$ cat src/logic/asc_consts.vh
// timing constants and bus widths for the async ecc sram host controller
`ifndef ASC_CONSTS_VH
`define ASC_CONSTS_VH
`define ASC_CLK_PERIOD_NS        10
`define ASC_ADDR_W               20
`define ASC_DATA_W               8
`define ASC_READ_CYCLE_MIN_NS    45
`define ASC_ADDR_TO_RD_VALID_NS  45
`define ASC_SEL_TO_RD_VALID_NS   45
`define ASC_OUTSTROBE_VALID_NS   22
`define ASC_WRITE_CYCLE_MIN_NS   45
`define ASC_ADDR_SETUP_WEND_NS   35
`define ASC_WRITE_PULSE_MIN_NS   35
`define ASC_WDATA_SETUP_NS       25
`define ASC_WR_TO_OUT_OFF_NS     18
`define ASC_RETENTION_REC_NS     45
// least times round up to whole cycles
`define ASC_CYC(ns) (((ns) + `ASC_CLK_PERIOD_NS - 1) / `ASC_CLK_PERIOD_NS)
`endif

$ cat src/logic/asc_sram_host.v
// host controller that drives an async byte-wide ecc sram through its pins
`timescale 1ns/100ps
`default_nettype none
`include "asc_consts.vh"

module asc_sram_host #(
    parameter AW = `ASC_ADDR_W,
    parameter DW = `ASC_DATA_W
) (
    // clock and reset
    input  wire          clk,
    input  wire          nrst,
    // user request
    input  wire          reqValid,
    input  wire          reqWrite,
    input  wire [AW-1:0] reqAddr,
    input  wire [DW-1:0] reqWdata,
    input  wire          supplyOk,
    output wire          reqReady,
    // user answer
    output reg           rspValid_ff,
    output reg  [DW-1:0] rspRdata_ff,
    output reg           rspCorrected_ff,
    // memory pins
    output reg  [AW-1:0] memAddr_ff,
    output reg           memSelectN_ff,
    output reg           memSelectP_ff,
    output reg           memWrStrobeN_ff,
    output reg           memOutStrobeN_ff,
    output reg  [DW-1:0] memDataOut_ff,
    output reg           memDataOe_ff,
    input  wire [DW-1:0] memDataIn,
    input  wire          memErrIn
);
    // ------------------------------------------------------------
    // timing counts in clocks
    // ------------------------------------------------------------
    // counts worked out wide, then cut to the counter width on purpose
    localparam integer RD_CYC_N   = `ASC_CYC(`ASC_ADDR_TO_RD_VALID_NS);
    localparam integer WR_PULSE_N = `ASC_CYC(`ASC_WR_TO_OUT_OFF_NS + `ASC_WDATA_SETUP_NS);
    localparam integer WR_CYC_N   = `ASC_CYC(`ASC_WRITE_CYCLE_MIN_NS);
    localparam integer REC_CYC_N  = `ASC_CYC(`ASC_RETENTION_REC_NS);
    localparam [3:0]   RD_CYC     = RD_CYC_N[3:0];
    localparam [3:0]   WR_PULSE   = WR_PULSE_N[3:0];
    localparam [3:0]   WR_CYC     = WR_CYC_N[3:0];
    localparam [3:0]   REC_CYC    = REC_CYC_N[3:0];

    // ------------------------------------------------------------
    // states
    // ------------------------------------------------------------
    localparam [2:0] S_RECOVER = 3'h0;
    localparam [2:0] S_IDLE    = 3'h1;
    localparam [2:0] S_READ    = 3'h2;
    localparam [2:0] S_WRITE   = 3'h3;
    localparam [2:0] S_WREND   = 3'h4;

    reg  [2:0] state_ff;
    reg  [2:0] nxt_state;
    reg        load;
    reg  [3:0] loadVal;
    wire       done;
    reg        recPend_ff;
    reg        nxt_recPend;

    asc_cnt #(.W(4)) uCnt (
        .clk     (clk),
        .nrst    (nrst),
        .load    (load),
        .loadVal (loadVal),
        .done    (done)
    );

    assign reqReady = (state_ff == S_IDLE) && supplyOk && !recPend_ff;

    // ------------------------------------------------------------
    // recovery owed after reset or any supply dip
    // ------------------------------------------------------------
    // a dip in mid-access is remembered, so idle cannot skip the wait
    always @*
    begin
        nxt_recPend = (state_ff != S_RECOVER) && (recPend_ff || !supplyOk);
    end

    // ------------------------------------------------------------
    // sequencing
    // ------------------------------------------------------------
    always @*
    begin
        nxt_state = state_ff;
        load      = 1'b0;
        loadVal   = 4'h0;
        case (state_ff)
            S_RECOVER:
            begin
                // supply dip or an owed wait restarts the recovery count
                if (!supplyOk || recPend_ff)
                begin
                    load    = 1'b1;
                    loadVal = REC_CYC;
                end
                else if (done)
                    nxt_state = S_IDLE;
            end
            S_IDLE:
            begin
                if (!supplyOk || recPend_ff)
                begin
                    nxt_state = S_RECOVER;
                    load      = 1'b1;
                    loadVal   = REC_CYC;
                end
                else if (reqValid)
                begin
                    nxt_state = reqWrite ? S_WRITE : S_READ;
                    load      = 1'b1;
                    loadVal   = reqWrite ? WR_PULSE : RD_CYC;
                end
            end
            S_READ:
                if (done)
                    nxt_state = S_IDLE;
            S_WRITE:
                if (done)
                begin
                    nxt_state = S_WREND;
                    load      = 1'b1;
                    loadVal   = WR_CYC - WR_PULSE;
                end
            S_WREND:
                if (done)
                    nxt_state = S_IDLE;
            default:
                nxt_state = S_RECOVER;
        endcase
    end

    // ------------------------------------------------------------
    // pins and answer
    // ------------------------------------------------------------
    always @(posedge clk)
    begin
        if (!nrst)
        begin
            state_ff         <= S_RECOVER;
            recPend_ff       <= 1'b1;
            memAddr_ff       <= {AW{1'b0}};
            memSelectN_ff    <= 1'b1;
            memSelectP_ff    <= 1'b0;
            memWrStrobeN_ff  <= 1'b1;
            memOutStrobeN_ff <= 1'b1;
            memDataOut_ff    <= {DW{1'b0}};
            memDataOe_ff     <= 1'b0;
            rspValid_ff      <= 1'b0;
            rspRdata_ff      <= {DW{1'b0}};
            rspCorrected_ff  <= 1'b0;
        end
        else
        begin
            state_ff    <= nxt_state;
            recPend_ff  <= nxt_recPend;
            rspValid_ff <= 1'b0;
            case (state_ff)
                S_IDLE:
                    if (reqReady && reqValid)
                    begin
                        // address, data and selects move together with strobe
                        memAddr_ff       <= reqAddr;
                        memSelectN_ff    <= 1'b0;
                        memSelectP_ff    <= 1'b1;
                        memWrStrobeN_ff  <= ~reqWrite;
                        memOutStrobeN_ff <= reqWrite;
                        memDataOut_ff    <= reqWdata;
                        memDataOe_ff     <= reqWrite;
                    end
                S_READ:
                    if (done)
                    begin
                        // sampled after the longest valid delay, so old-data hold is moot
                        rspRdata_ff      <= memDataIn;
                        rspCorrected_ff  <= memErrIn;
                        rspValid_ff      <= 1'b1;
                        memSelectN_ff    <= 1'b1;
                        memSelectP_ff    <= 1'b0;
                        memOutStrobeN_ff <= 1'b1;
                    end
                S_WRITE:
                    if (done)
                    begin
                        // strobe alone ends the write; selects drop a cycle later
                        memWrStrobeN_ff <= 1'b1;
                        memDataOe_ff    <= 1'b0;
                        rspValid_ff     <= 1'b1;
                    end
                S_WREND:
                begin
                    memSelectN_ff <= 1'b1;
                    memSelectP_ff <= 1'b0;
                end
                default:
                begin
                    memWrStrobeN_ff <= 1'b1;
                end
            endcase
        end
    end
endmodule // asc_sram_host
`default_nettype wire

$ cat src/logic/asc_cnt.v
// down counter that times one phase of an sram access
`timescale 1ns/100ps
`default_nettype none
module asc_cnt #(
    parameter W = 4
) (
    // clock and reset
    input  wire         clk,
    input  wire         nrst,
    // control
    input  wire         load,
    input  wire [W-1:0] loadVal,
    // status
    output wire         done
);
    reg  [W-1:0] cnt_ff;
    wire [W-1:0] nxt_cnt;

    assign nxt_cnt = load ? loadVal : ((cnt_ff != {W{1'b0}}) ? cnt_ff - {{(W-1){1'b0}}, 1'b1}
                                                              : cnt_ff);
    assign done    = (cnt_ff == {W{1'b0}});

    always @(posedge clk)
    begin
        if (!nrst)
            cnt_ff <= {W{1'b0}};
        else
            cnt_ff <= nxt_cnt;
    end
endmodule // asc_cnt
`default_nettype wire

$ cat config.mk
export PLATFORM = sky130hd
export DESIGN_NAME = asc_sram_host
export DESIGN_NICKNAME = d
export VERILOG_FILES = /design/src/logic/asc_sram_host.v /design/src/logic/asc_cnt.v
export VERILOG_INCLUDE_DIRS = /design/src /design/src/logic
export SDC_FILE = /design/constraint.sdc
export NUM_CORES = 1
export LEC_CHECK = 0
export BUFFER_PORTS_ARGS = -buffer_cell sky130_fd_sc_hd__buf_2
export CORE_ASPECT_RATIO = 1.25
export CORE_MARGIN = 3
export CORE_UTILIZATION = 29
export CTS_BUF_LIST = sky130_fd_sc_hd__clkbuf_4 sky130_fd_sc_hd__clkbuf_8 sky130_fd_sc_hd__clkbuf_16
export DETAILED_ROUTE_END_ITERATION = 10
export PLACE_DENSITY = 0.6
export SYNTH_ARGS = -nofsm -noshare
export SYNTH_HDL_FRONTEND = slang
export SYNTH_SLANG_ARGS = --single-unit
export TNS_END_PERCENT = 30
$ cat constraint.sdc
create_clock -name clk -period 1.8 [get_ports clk]
set_input_delay 0.09 -clock clk [delete_from_list [all_inputs] [get_ports clk]]
set_output_delay 0.09 -clock clk [all_outputs]
set_load 0.05 [all_outputs]
==> results of run 1 <==
## layout by cell type, fill, tap and decap left out, types with 2 or more instances in the layout
master / instances
buf_2: 85
dfxtp_1: 51
nand3_1: 38
a21oi_1: 38
o21ai_0: 27
buf_4: 15
o21ai_1: 13
nor2_1: 9
nand2_1: 6
clkbuf_8: 5
inv_1: 4
nor2b_1: 3
nand3b_1: 3
o21a_1: 3
nor3_1: 3
nor3b_2: 2
or3b_1: 2
nand2b_1: 2
a211oi_1: 2
nor3_2: 2
ha_1: 2
## report_power, final
group	switching [W]	internal [W]	total, W
sequential	0.0000107	0.00114	0.00115
combinational	0.000132	0.0000898	0.000222
clock	0.000380	0.000288	0.000667
total	0.000523	0.00152	0.00204
## registers in the layout, indices dropped and copies added, names as in the netlist
register,count
recPend_ff,1
memOutStrobeN_ff,1
rspCorrected_ff,1
uCnt.cnt_ff,4
memSelectN_ff,1
memDataOut_ff,8
memWrStrobeN_ff,1
rspValid_ff,1
memAddr_ff,20
rspRdata_ff,8
memSelectP_ff,1
memDataOe_ff,1
state_ff,3
## worst min-delay path by stage
stage | start | end | slack, ps | cells after the start
2_1_floorplan | reqAddr[0] | memAddr_ff[0] | 240 | 2
3_3_place_gp | reqAddr[12] | memAddr_ff[12] | 340 | 3
3_5_place_dp | reqWdata[7] | memDataOut_ff[7] | 350 | 3
4_1_cts | reqWdata[5] | memDataOut_ff[5] | 20 | 3
5_1_grt | memDataIn[0] | rspRdata_ff[0] | 10 | 3
6_report | reqAddr[18] | memAddr_ff[18] | 30 | 3
## Yosys cell counts (all sizes together) (2+ instances only)
cell,n
dfxtp,51
o21ai,41
a21oi,39
nand3,38
buf,18
nor2,9
clkbuf,7
nand2,6
nor3,5
inv,4
nor3b,4
nand3b,3
nor2b,3
o21a,3
or3b,3
a211oi,2
ha,2
nand2b,2
## routing by layer
layer	global-route usage	share of wire	up-vias
li1	-	-	1084
met3	0.0379	0.068	2
met2	0.230	0.51	72
met1	0.158	0.42	1040
met4	0.0305	0.0034	0
met5	0	0	-
## cells by family after synthesis
family	Yosys count	synth area share
simple gates	80	0.210
fa+ha+maj	2	0.0111
mux	1	0.00444
xor+xnor	1	0.00389
compound gates	93	0.233
flops	51	0.453
buf+inv	29	0.0849
## cell type report
| cell class | instances | area (µm²) |
|---|---|---|
| Timing Repair Buffer | 100 | 538 |
| Tap cell | 92 | 115 |
| Fill cell | 794 | 4630 |
| Multi-Input combinational cell | 177 | 1040 |
| Inverter | 4 | 15.0 |
| Clock buffer | 6 | 76.3 |
| Sequential cell | 51 | 1020 |
| Clock inverter | 2 | 12.5 |
## worst max-delay path: stages, from the launching register on
cell,delay [ps]
dfxtp_1,400
buf_4,190
nor3b_4,260
and2_1,170
buf_2,270
## metrics by stage
stage	hold slack (ps)	util	std cells	cell area [µm²]	setup slack, ps
final	32.3	0.379	432	2820	123
after global routing	14.0	0.379	432	2820	28.1
after CTS	18.8	0.379	432	2820	105
after detailed placement	351	0.367	424	2730	255
after global placement	345	0.367	424	2730	269
after floorplan	238	-	257	2250	338
==> run metrics, run 1 <==
outcome=complete, no violations; first-pass detailed-route iteration total=4; sequential-to-total area share from yosys stat=0.453; total of warnings raised by yosys=0; vias=approximately 2200; Die ar.=a little under 9000 µm²; Pins Over Slew Limit=0; Lkg Pwr=1.17 nW; layout cell share with drive strength beyond 1=0.350; Tcrit/Tclk final=0.932; RSZ-0062 raised after global routing=false; Nets=383; CTS tree=done; Pwr Density=723 nW/µm²; Max Buffers Root-to-Sink=2; Setup Buffers After CTS=0; top cells by area, synth=dfxtp_1, a21oi_1, nand3_1, o21ai_0, buf_6; number of remaining DRC errors=0; Most used DFF post-synth=dfxtp_1; Clk Latency, worst-skew pair=~300 ps; crit path launch type=flip-flop; H-tree depth=2; Boundary Pins=86; number of global-route vias before repair=~2000; # rows=35; Synth Register Bits=51; CP endpoint kind=primary output; worst path required time=1710 ps; Critical Path Start=state_ff[1]; top-area cell type share of the netlist area=0.453; Final Total Pwr=0.00204 W; # diodes=0; FF-to-FF End=state_ff[0]; unique cell type count in the Yosys netlist=46; Slew Limit Headroom=0.606; CP max FO=9; Cells after Synth=around 260; root buf cell=clkbuf_8; largest net degree at the start of global routing=33; WP data arrival=1590 ps; Syn Area/Cell=8.77 µm²; worst-margin pin slew=591 ps; number of gates resized after CTS=0; WL/cell=roughly 14 µm; DR vias/cell=5.09; first-pass GRT wire length=9630 µm; Period minus WS final=1680 ps; critical path endpoint=reqReady; Die Wd=between 80 and 90 µm; setup TNS=0 ps; DPL Wire Length=4430 µm; Synth Net Count=301; TritonCTS Buffers=5; reg2reg path depth=6; core footprint=7440 µm²; starting DRC count in detailed routing=124; hold bufs inserted after CTS=0; GP Congestion=0.770; Final setup viols=0; Remaining Overflow, GRT=0; f_max=between 500 and 600 MHz; I/O Buffers=85; Initial Utilization=0.303; Total GRT Usage=0.131; initial antenna violation count=0; final hold vios=0; EDFF count, synth=0; HP Class=in -> reg; post-synth top area cell=dfxtp_1; final WL=6100 µm; Clock Skew=between 3 and 4 ps; Reg clk slew, reported paths=90 ps; area grow syn2layout=25.1%; ANT nets after route=0; clk sinks=51; Die H=105 µm; Syn Std Cell Area=2250 µm²; asr flop ratio synth=0; r2r startpoint=uCnt.cnt_ff[0]; Worst Setup Path Type=reg -> out; R2R Setup Slk=230 ps; max cap viols=0; maximum VDD drop=approximately 0.26 mV
No activity file was read; power rests on OpenSTA's default activity.
==> run 2: changes to the inputs <==
--- a/config.mk
+++ b/config.mk
@@ -7,12 +7,13 @@
 export NUM_CORES = 1
 export LEC_CHECK = 0
 export BUFFER_PORTS_ARGS = -buffer_cell sky130_fd_sc_hd__buf_2
+export CELL_PAD_IN_SITES_DETAIL_PLACEMENT = 1
+export CELL_PAD_IN_SITES_GLOBAL_PLACEMENT = 1
 export CORE_ASPECT_RATIO = 1.25
-export CORE_MARGIN = 3
 export CORE_UTILIZATION = 29
 export CTS_BUF_LIST = sky130_fd_sc_hd__clkbuf_4 sky130_fd_sc_hd__clkbuf_8 sky130_fd_sc_hd__clkbuf_16
 export DETAILED_ROUTE_END_ITERATION = 10
-export PLACE_DENSITY = 0.6
+export PLACE_DENSITY = 0.75
 export SYNTH_ARGS = -nofsm -noshare
 export SYNTH_HDL_FRONTEND = slang
 export SYNTH_SLANG_ARGS = --single-unit
==> run metrics, run 2 (synthesis gave the netlist of run 1 again) <==
largest net degree at the start of global routing=33; Boundary Pins=86; starting DRC count in detailed routing=between 100 and 150; Nets=381; Tcrit/Tclk final=0.922; Biggest register=memAddr_ff; # diodes=0; maximum VDD drop=approximately 0.25 mV; Worst Setup Path Type=reg -> reg; Initial Utilization=0.303; Hold Slack=around 28 ps; number of global-route vias before repair=between 2000 and 2500; core footprint=7440 µm²; Core Util, Final=0.378; CTS tree=done; final WL=6380 µm; pre-CTS WS=160 ps; Period minus WS final=between 1500 and 2000 ps; Reg clk slew, reported paths=90 ps; hold bufs inserted after CTS=0; DPL Wire Length=between 4000 and 5000 µm; I/O Buffers=85; Slew Limit Headroom=0.701; Die H=101 µm; TritonCTS Buffers=5; setup ws final=141 ps; most frequent cells in the layout=buf_2, dfxtp_1, nand3_1, a21oi_1, o21ai_0; top flop regs=memAddr_ff x20, memDataOut_ff x8, rspRdata_ff x8; f_max=~600 MHz; Clk Latency, worst-skew pair=300 ps; Pins Over Slew Limit=0; clk sinks=slightly above 50; HP Class=in -> reg; initial antenna violation count=0; GP Congestion=between 0.8 and 0.9; Die Wd=80.8 µm; Die ar.=8130 µm²; Fillers=939; Max Buffers Root-to-Sink=2; worst path required time=between 1500 and 2000 ps; WP data arrival=between 1500 and 2000 ps; final hold vios=0; max cap viols=0; most common cell after layout, fill and taps aside=buf_2; outcome=complete, no violations; first-pass GRT wire length=10200 µm; # rows=35; Total GRT Usage=0.160; RSZ-0062 raised after global routing=false; H-tree depth=2; Final setup viols=0; setup TNS=0 ps; Clock Skew=between 6 and 7 ps; Setup Buffers After CTS=0; Final Total Pwr=0.00205 W; crit path launch type=flip-flop; Remaining Overflow, GRT=0; first-pass detailed-route iteration total=4; CP endpoint kind=flip-flop; vias=2196; max FFs per register=20; DR vias/cell=5.11; number of gates resized after CTS=0; area grow syn2layout=25.0%; worst-margin pin slew=around 450 ps; ANT nets after route=0; CP max FO=6; Lkg Pwr=1.16 nW; number of remaining DRC errors=0; layout cell share with drive strength beyond 1=0.346; WL/cell=14.8 µm; root buf cell=clkbuf_8; Pwr Density=726 nW/µm²
## run 2: cell types whose count changed in the layout (fill, tap and decap cells not counted), sizes merged
cell	delta
buf	-2
clkbuf	+1
clkinvlp	-1
## run 2: metrics by stage
| stage | cell area, µm² | instances |
|---|---|---|
| floorplan | 2250 | 257 |
| global placement | 2730 | 422 |
| detailed placement | 2730 | 422 |
| CTS | 2820 | 430 |
| global route | 2820 | 430 |
| finish | 2820 | 430 |
## run 2: final timing paths
| path | startpoint | end | slack [ps] | cells after the start |
|---|---|---|---|---|
| worst max register to register | uCnt.cnt_ff[0] | uCnt.cnt_ff[1] | 140 | 6 |
| worst min register to register | memAddr_ff[10] | memAddr_ff[10] | 480 | 2 |
| worst min-delay path | reqAddr[19] | memAddr_ff[19] | 30 | 3 |
| worst max-delay path | uCnt.cnt_ff[0] | uCnt.cnt_ff[1] | 140 | 6 |
## run 2: worst max-delay path, stage by stage (launching register included)
cell	delay (ps)
dfxtp_1	340
inv_1	90
ha_1	180
or3b_1	430
buf_4	190
o21ai_1	220
nor4b_2	90
## run 2: report_power, final
group / internal (W) / total (W) / switching [W]
sequential: 0.00114 / 0.00115 / 0.0000106
clock: 0.000304 / 0.000674 / 0.000370
combinational: 0.0000904 / 0.000223 / 0.000133
## run 2: area by class of cell
cell class	instances	area (µm²)	share of cell area
flip-flops and latches	51	1020	0.363
well taps	92	115	0.0409
repair buffers	98	536	0.190
multi-input cells	177	1040	0.370
inverters	4	15.0	0.00533
clock buffers	7	83.8	0.0298
clock inverters	1	5.00	0.00178
## run 2: per-layer routing
metal,vias up,track usage,routed length (µm)
li1,1081,-,-
met3,9,0.0244,223
met2,48,0.277,3220
met4,0,0.0604,126
met5,-,0,0
met1,1058,0.196,2810
==> run 3: changes to the inputs <==
--- a/config.mk
+++ b/config.mk
@@ -7,12 +7,14 @@
 export NUM_CORES = 1
 export LEC_CHECK = 0
 export BUFFER_PORTS_ARGS = -buffer_cell sky130_fd_sc_hd__buf_2
+export CAP_MARGIN = 20
 export CELL_PAD_IN_SITES_DETAIL_PLACEMENT = 1
 export CELL_PAD_IN_SITES_GLOBAL_PLACEMENT = 1
 export CORE_ASPECT_RATIO = 1.25
 export CORE_UTILIZATION = 29
-export CTS_BUF_LIST = sky130_fd_sc_hd__clkbuf_4 sky130_fd_sc_hd__clkbuf_8 sky130_fd_sc_hd__clkbuf_16
+export CTS_BUF_LIST = sky130_fd_sc_hd__clkbuf_4
 export DETAILED_ROUTE_END_ITERATION = 10
+export MAX_ROUTING_LAYER = met4
 export PLACE_DENSITY = 0.75
 export SYNTH_ARGS = -nofsm -noshare
 export SYNTH_HDL_FRONTEND = slang
==> run metrics, run 3 (synthesis gave the netlist of run 1 again) <==
Clock Skew=8.45 ps; worst path required time=2060 ps; Pins Over Slew Limit=0; Biggest register=memAddr_ff; Register Area=1020 µm²; R2R Setup Slk=130 ps; f_max=598 MHz; DPL Wire Length=4730 µm; H-tree depth=2; worst-margin pin slew=approximately 450 ps; max cap viols=0; Die H=101 µm; TritonCTS Buffers=5; Period minus WS final=about 1700 ps; Worst Hold Launch=nrst; area grow syn2layout=40.0%; area occupied by multi-input gates=1040 µm²; Worst Setup Path Type=reg -> reg; most common cell after layout, fill and taps aside=buf_2; hold endpoint=memWrStrobeN_ff; Reg clk slew, reported paths=150 ps; Crit-path slowest cell=or3b_1; initial antenna violation count=0; Remaining Overflow, GRT=0; number of global-route vias before repair=approximately 2400; Hold Path Stages=2; starting DRC count in detailed routing=100; Nets=418; max FFs per register=20; I/O Buffers=85; # diodes=0; FF-to-FF End=uCnt.cnt_ff[1]; Clk Latency, worst-skew pair=370 ps; crit path launch type=flip-flop; top cell family by delay on the critical path=simple AND/OR/NAND/NOR gates; Hold Slack=between 20 and 30 ps; root buf cell=clkbuf_4; top flop regs=memAddr_ff x20, memDataOut_ff x8, rspRdata_ff x8; clk sinks=just over 50; Crit path largest cell delay=440 ps; Lkg Pwr=between 1 and 1.5 nW; final WL=7400 µm; critical path depth in cells=6; HP Class=in -> reg; first-pass GRT wire length=between 10000 and 15000 µm; maximum VDD drop=0.223 mV; GP Congestion=0.863; Fillers=just over 900; number of remaining DRC errors=0; Final Total Pwr=0.00199 W; RSZ-0062 raised after global routing=false; # rows=35; CTS tree=done; layout cell share with drive strength beyond 1=0.312; Die Wd=80.8 µm; Bufs and invs on worst path=2; first-pass detailed-route iteration total=4; outcome=complete, no violations; Slew Limit Headroom=0.701; Total GRT Usage=0.188; vias=2407; r2r startpoint=uCnt.cnt_ff[0]; number of gates resized after CTS=0; Pwr Density=about 630 nW/µm²; setup TNS=0 ps; Max Buffers Root-to-Sink=2; core footprint=7440 µm²; CP max FO=6; Final setup viols=0; Tcrit/Tclk final=0.929; CP endpoint kind=flip-flop; Initial Utilization=0.303; WP data arrival=around 1900 ps; DR vias/cell=5.15; reg2reg path depth=6; worst path cell trace=inv_1 -> ha_1 -> or3b_1 -> buf_4 -> o21ai_1 -> nor4b_2; final hold vios=0; WL/cell=15.8 µm; largest net degree at the start of global routing=33; Die ar.=8130 µm²; most frequent cells in the layout=buf_2, dfxtp_1, nand3_1, a21oi_1, dlygate4sd3_1; ANT nets after route=0; Boundary Pins=86
## run 3: cell count changes in the layout (fill, tap and decap cells not counted), sizes merged
cell and change:
dlygate4sd3 +37
## run 3: what timing repair did
item | in CTS | in global routing
buffers inserted | 0 | 0
hold endpoints to repair | 37 | 0
hold buffers | 37 | 0
## run 3: layout make-up
type / instances / area share
Clock buffer: 7 / 0.0167
Clock inverter: 1 / 0.00159
Inverter: 4 / 0.00476
Multi-Input combinational cell: 177 / 0.330
Sequential cell: 51 / 0.324
Tap cell: 92 / 0.0365
Timing Repair Buffer: 135 / 0.287
## run 3: routing by layer
metal  vias up  GRT usage  part of all wire
li1       1158          -                 -
met1      1174      0.209              0.42
met2        65      0.344              0.53
met3        10     0.0217             0.029
met4         0     0.0577             0.014
met5         -          -                 0
## run 3: worst max-delay path by stage
stage / start / endpoint / slack [ps]
CTS: uCnt.cnt_ff[0] / uCnt.cnt_ff[1] / 130
global route: state_ff[1] / memOutStrobeN_ff / 40
finish: uCnt.cnt_ff[0] / uCnt.cnt_ff[1] / 130
detailed placement: uCnt.cnt_ff[0] / uCnt.cnt_ff[1] / 160
global placement: state_ff[1] / memOutStrobeN_ff / 230
floorplan: uCnt.cnt_ff[0] / rspRdata_ff[2] / 340
## run 3: worst register-to-register path: stages (launching register included)
cell and delay [ps]:
dfxtp_1 360, inv_1 90, ha_1 180, or3b_1 440, buf_4 190, o21ai_1 220, nor4b_2 90
## run 3: where the power goes
| part | internal [W] | total (W) | leakage [nW] | switching (W) |
|---|---|---|---|---|
| Combinational | 0.000143 | 0.000293 | 0.855 | 0.000150 |
| Clock | 0.000183 | 0.000544 | 0.0361 | 0.000360 |
| Sequential | 0.00114 | 0.00115 | 0.412 | 0.0000108 |
| Total | 0.00147 | 0.00199 | 1.30 | 0.000521 |
## run 3: stage by stage
| step | cell area, µm² | cells | utilization | setup WS [ps] |
|---|---|---|---|---|
| finish | 3160 | 467 | 0.424 | 128 |
| global route | 3160 | 467 | 0.424 | 43.4 |
| CTS | 3160 | 467 | 0.424 | 129 |
| detailed placement | 2730 | 422 | 0.366 | 160 |
| global placement | 2730 | 422 | 0.366 | 227 |
| floorplan | 2250 | 257 | - | 338 |
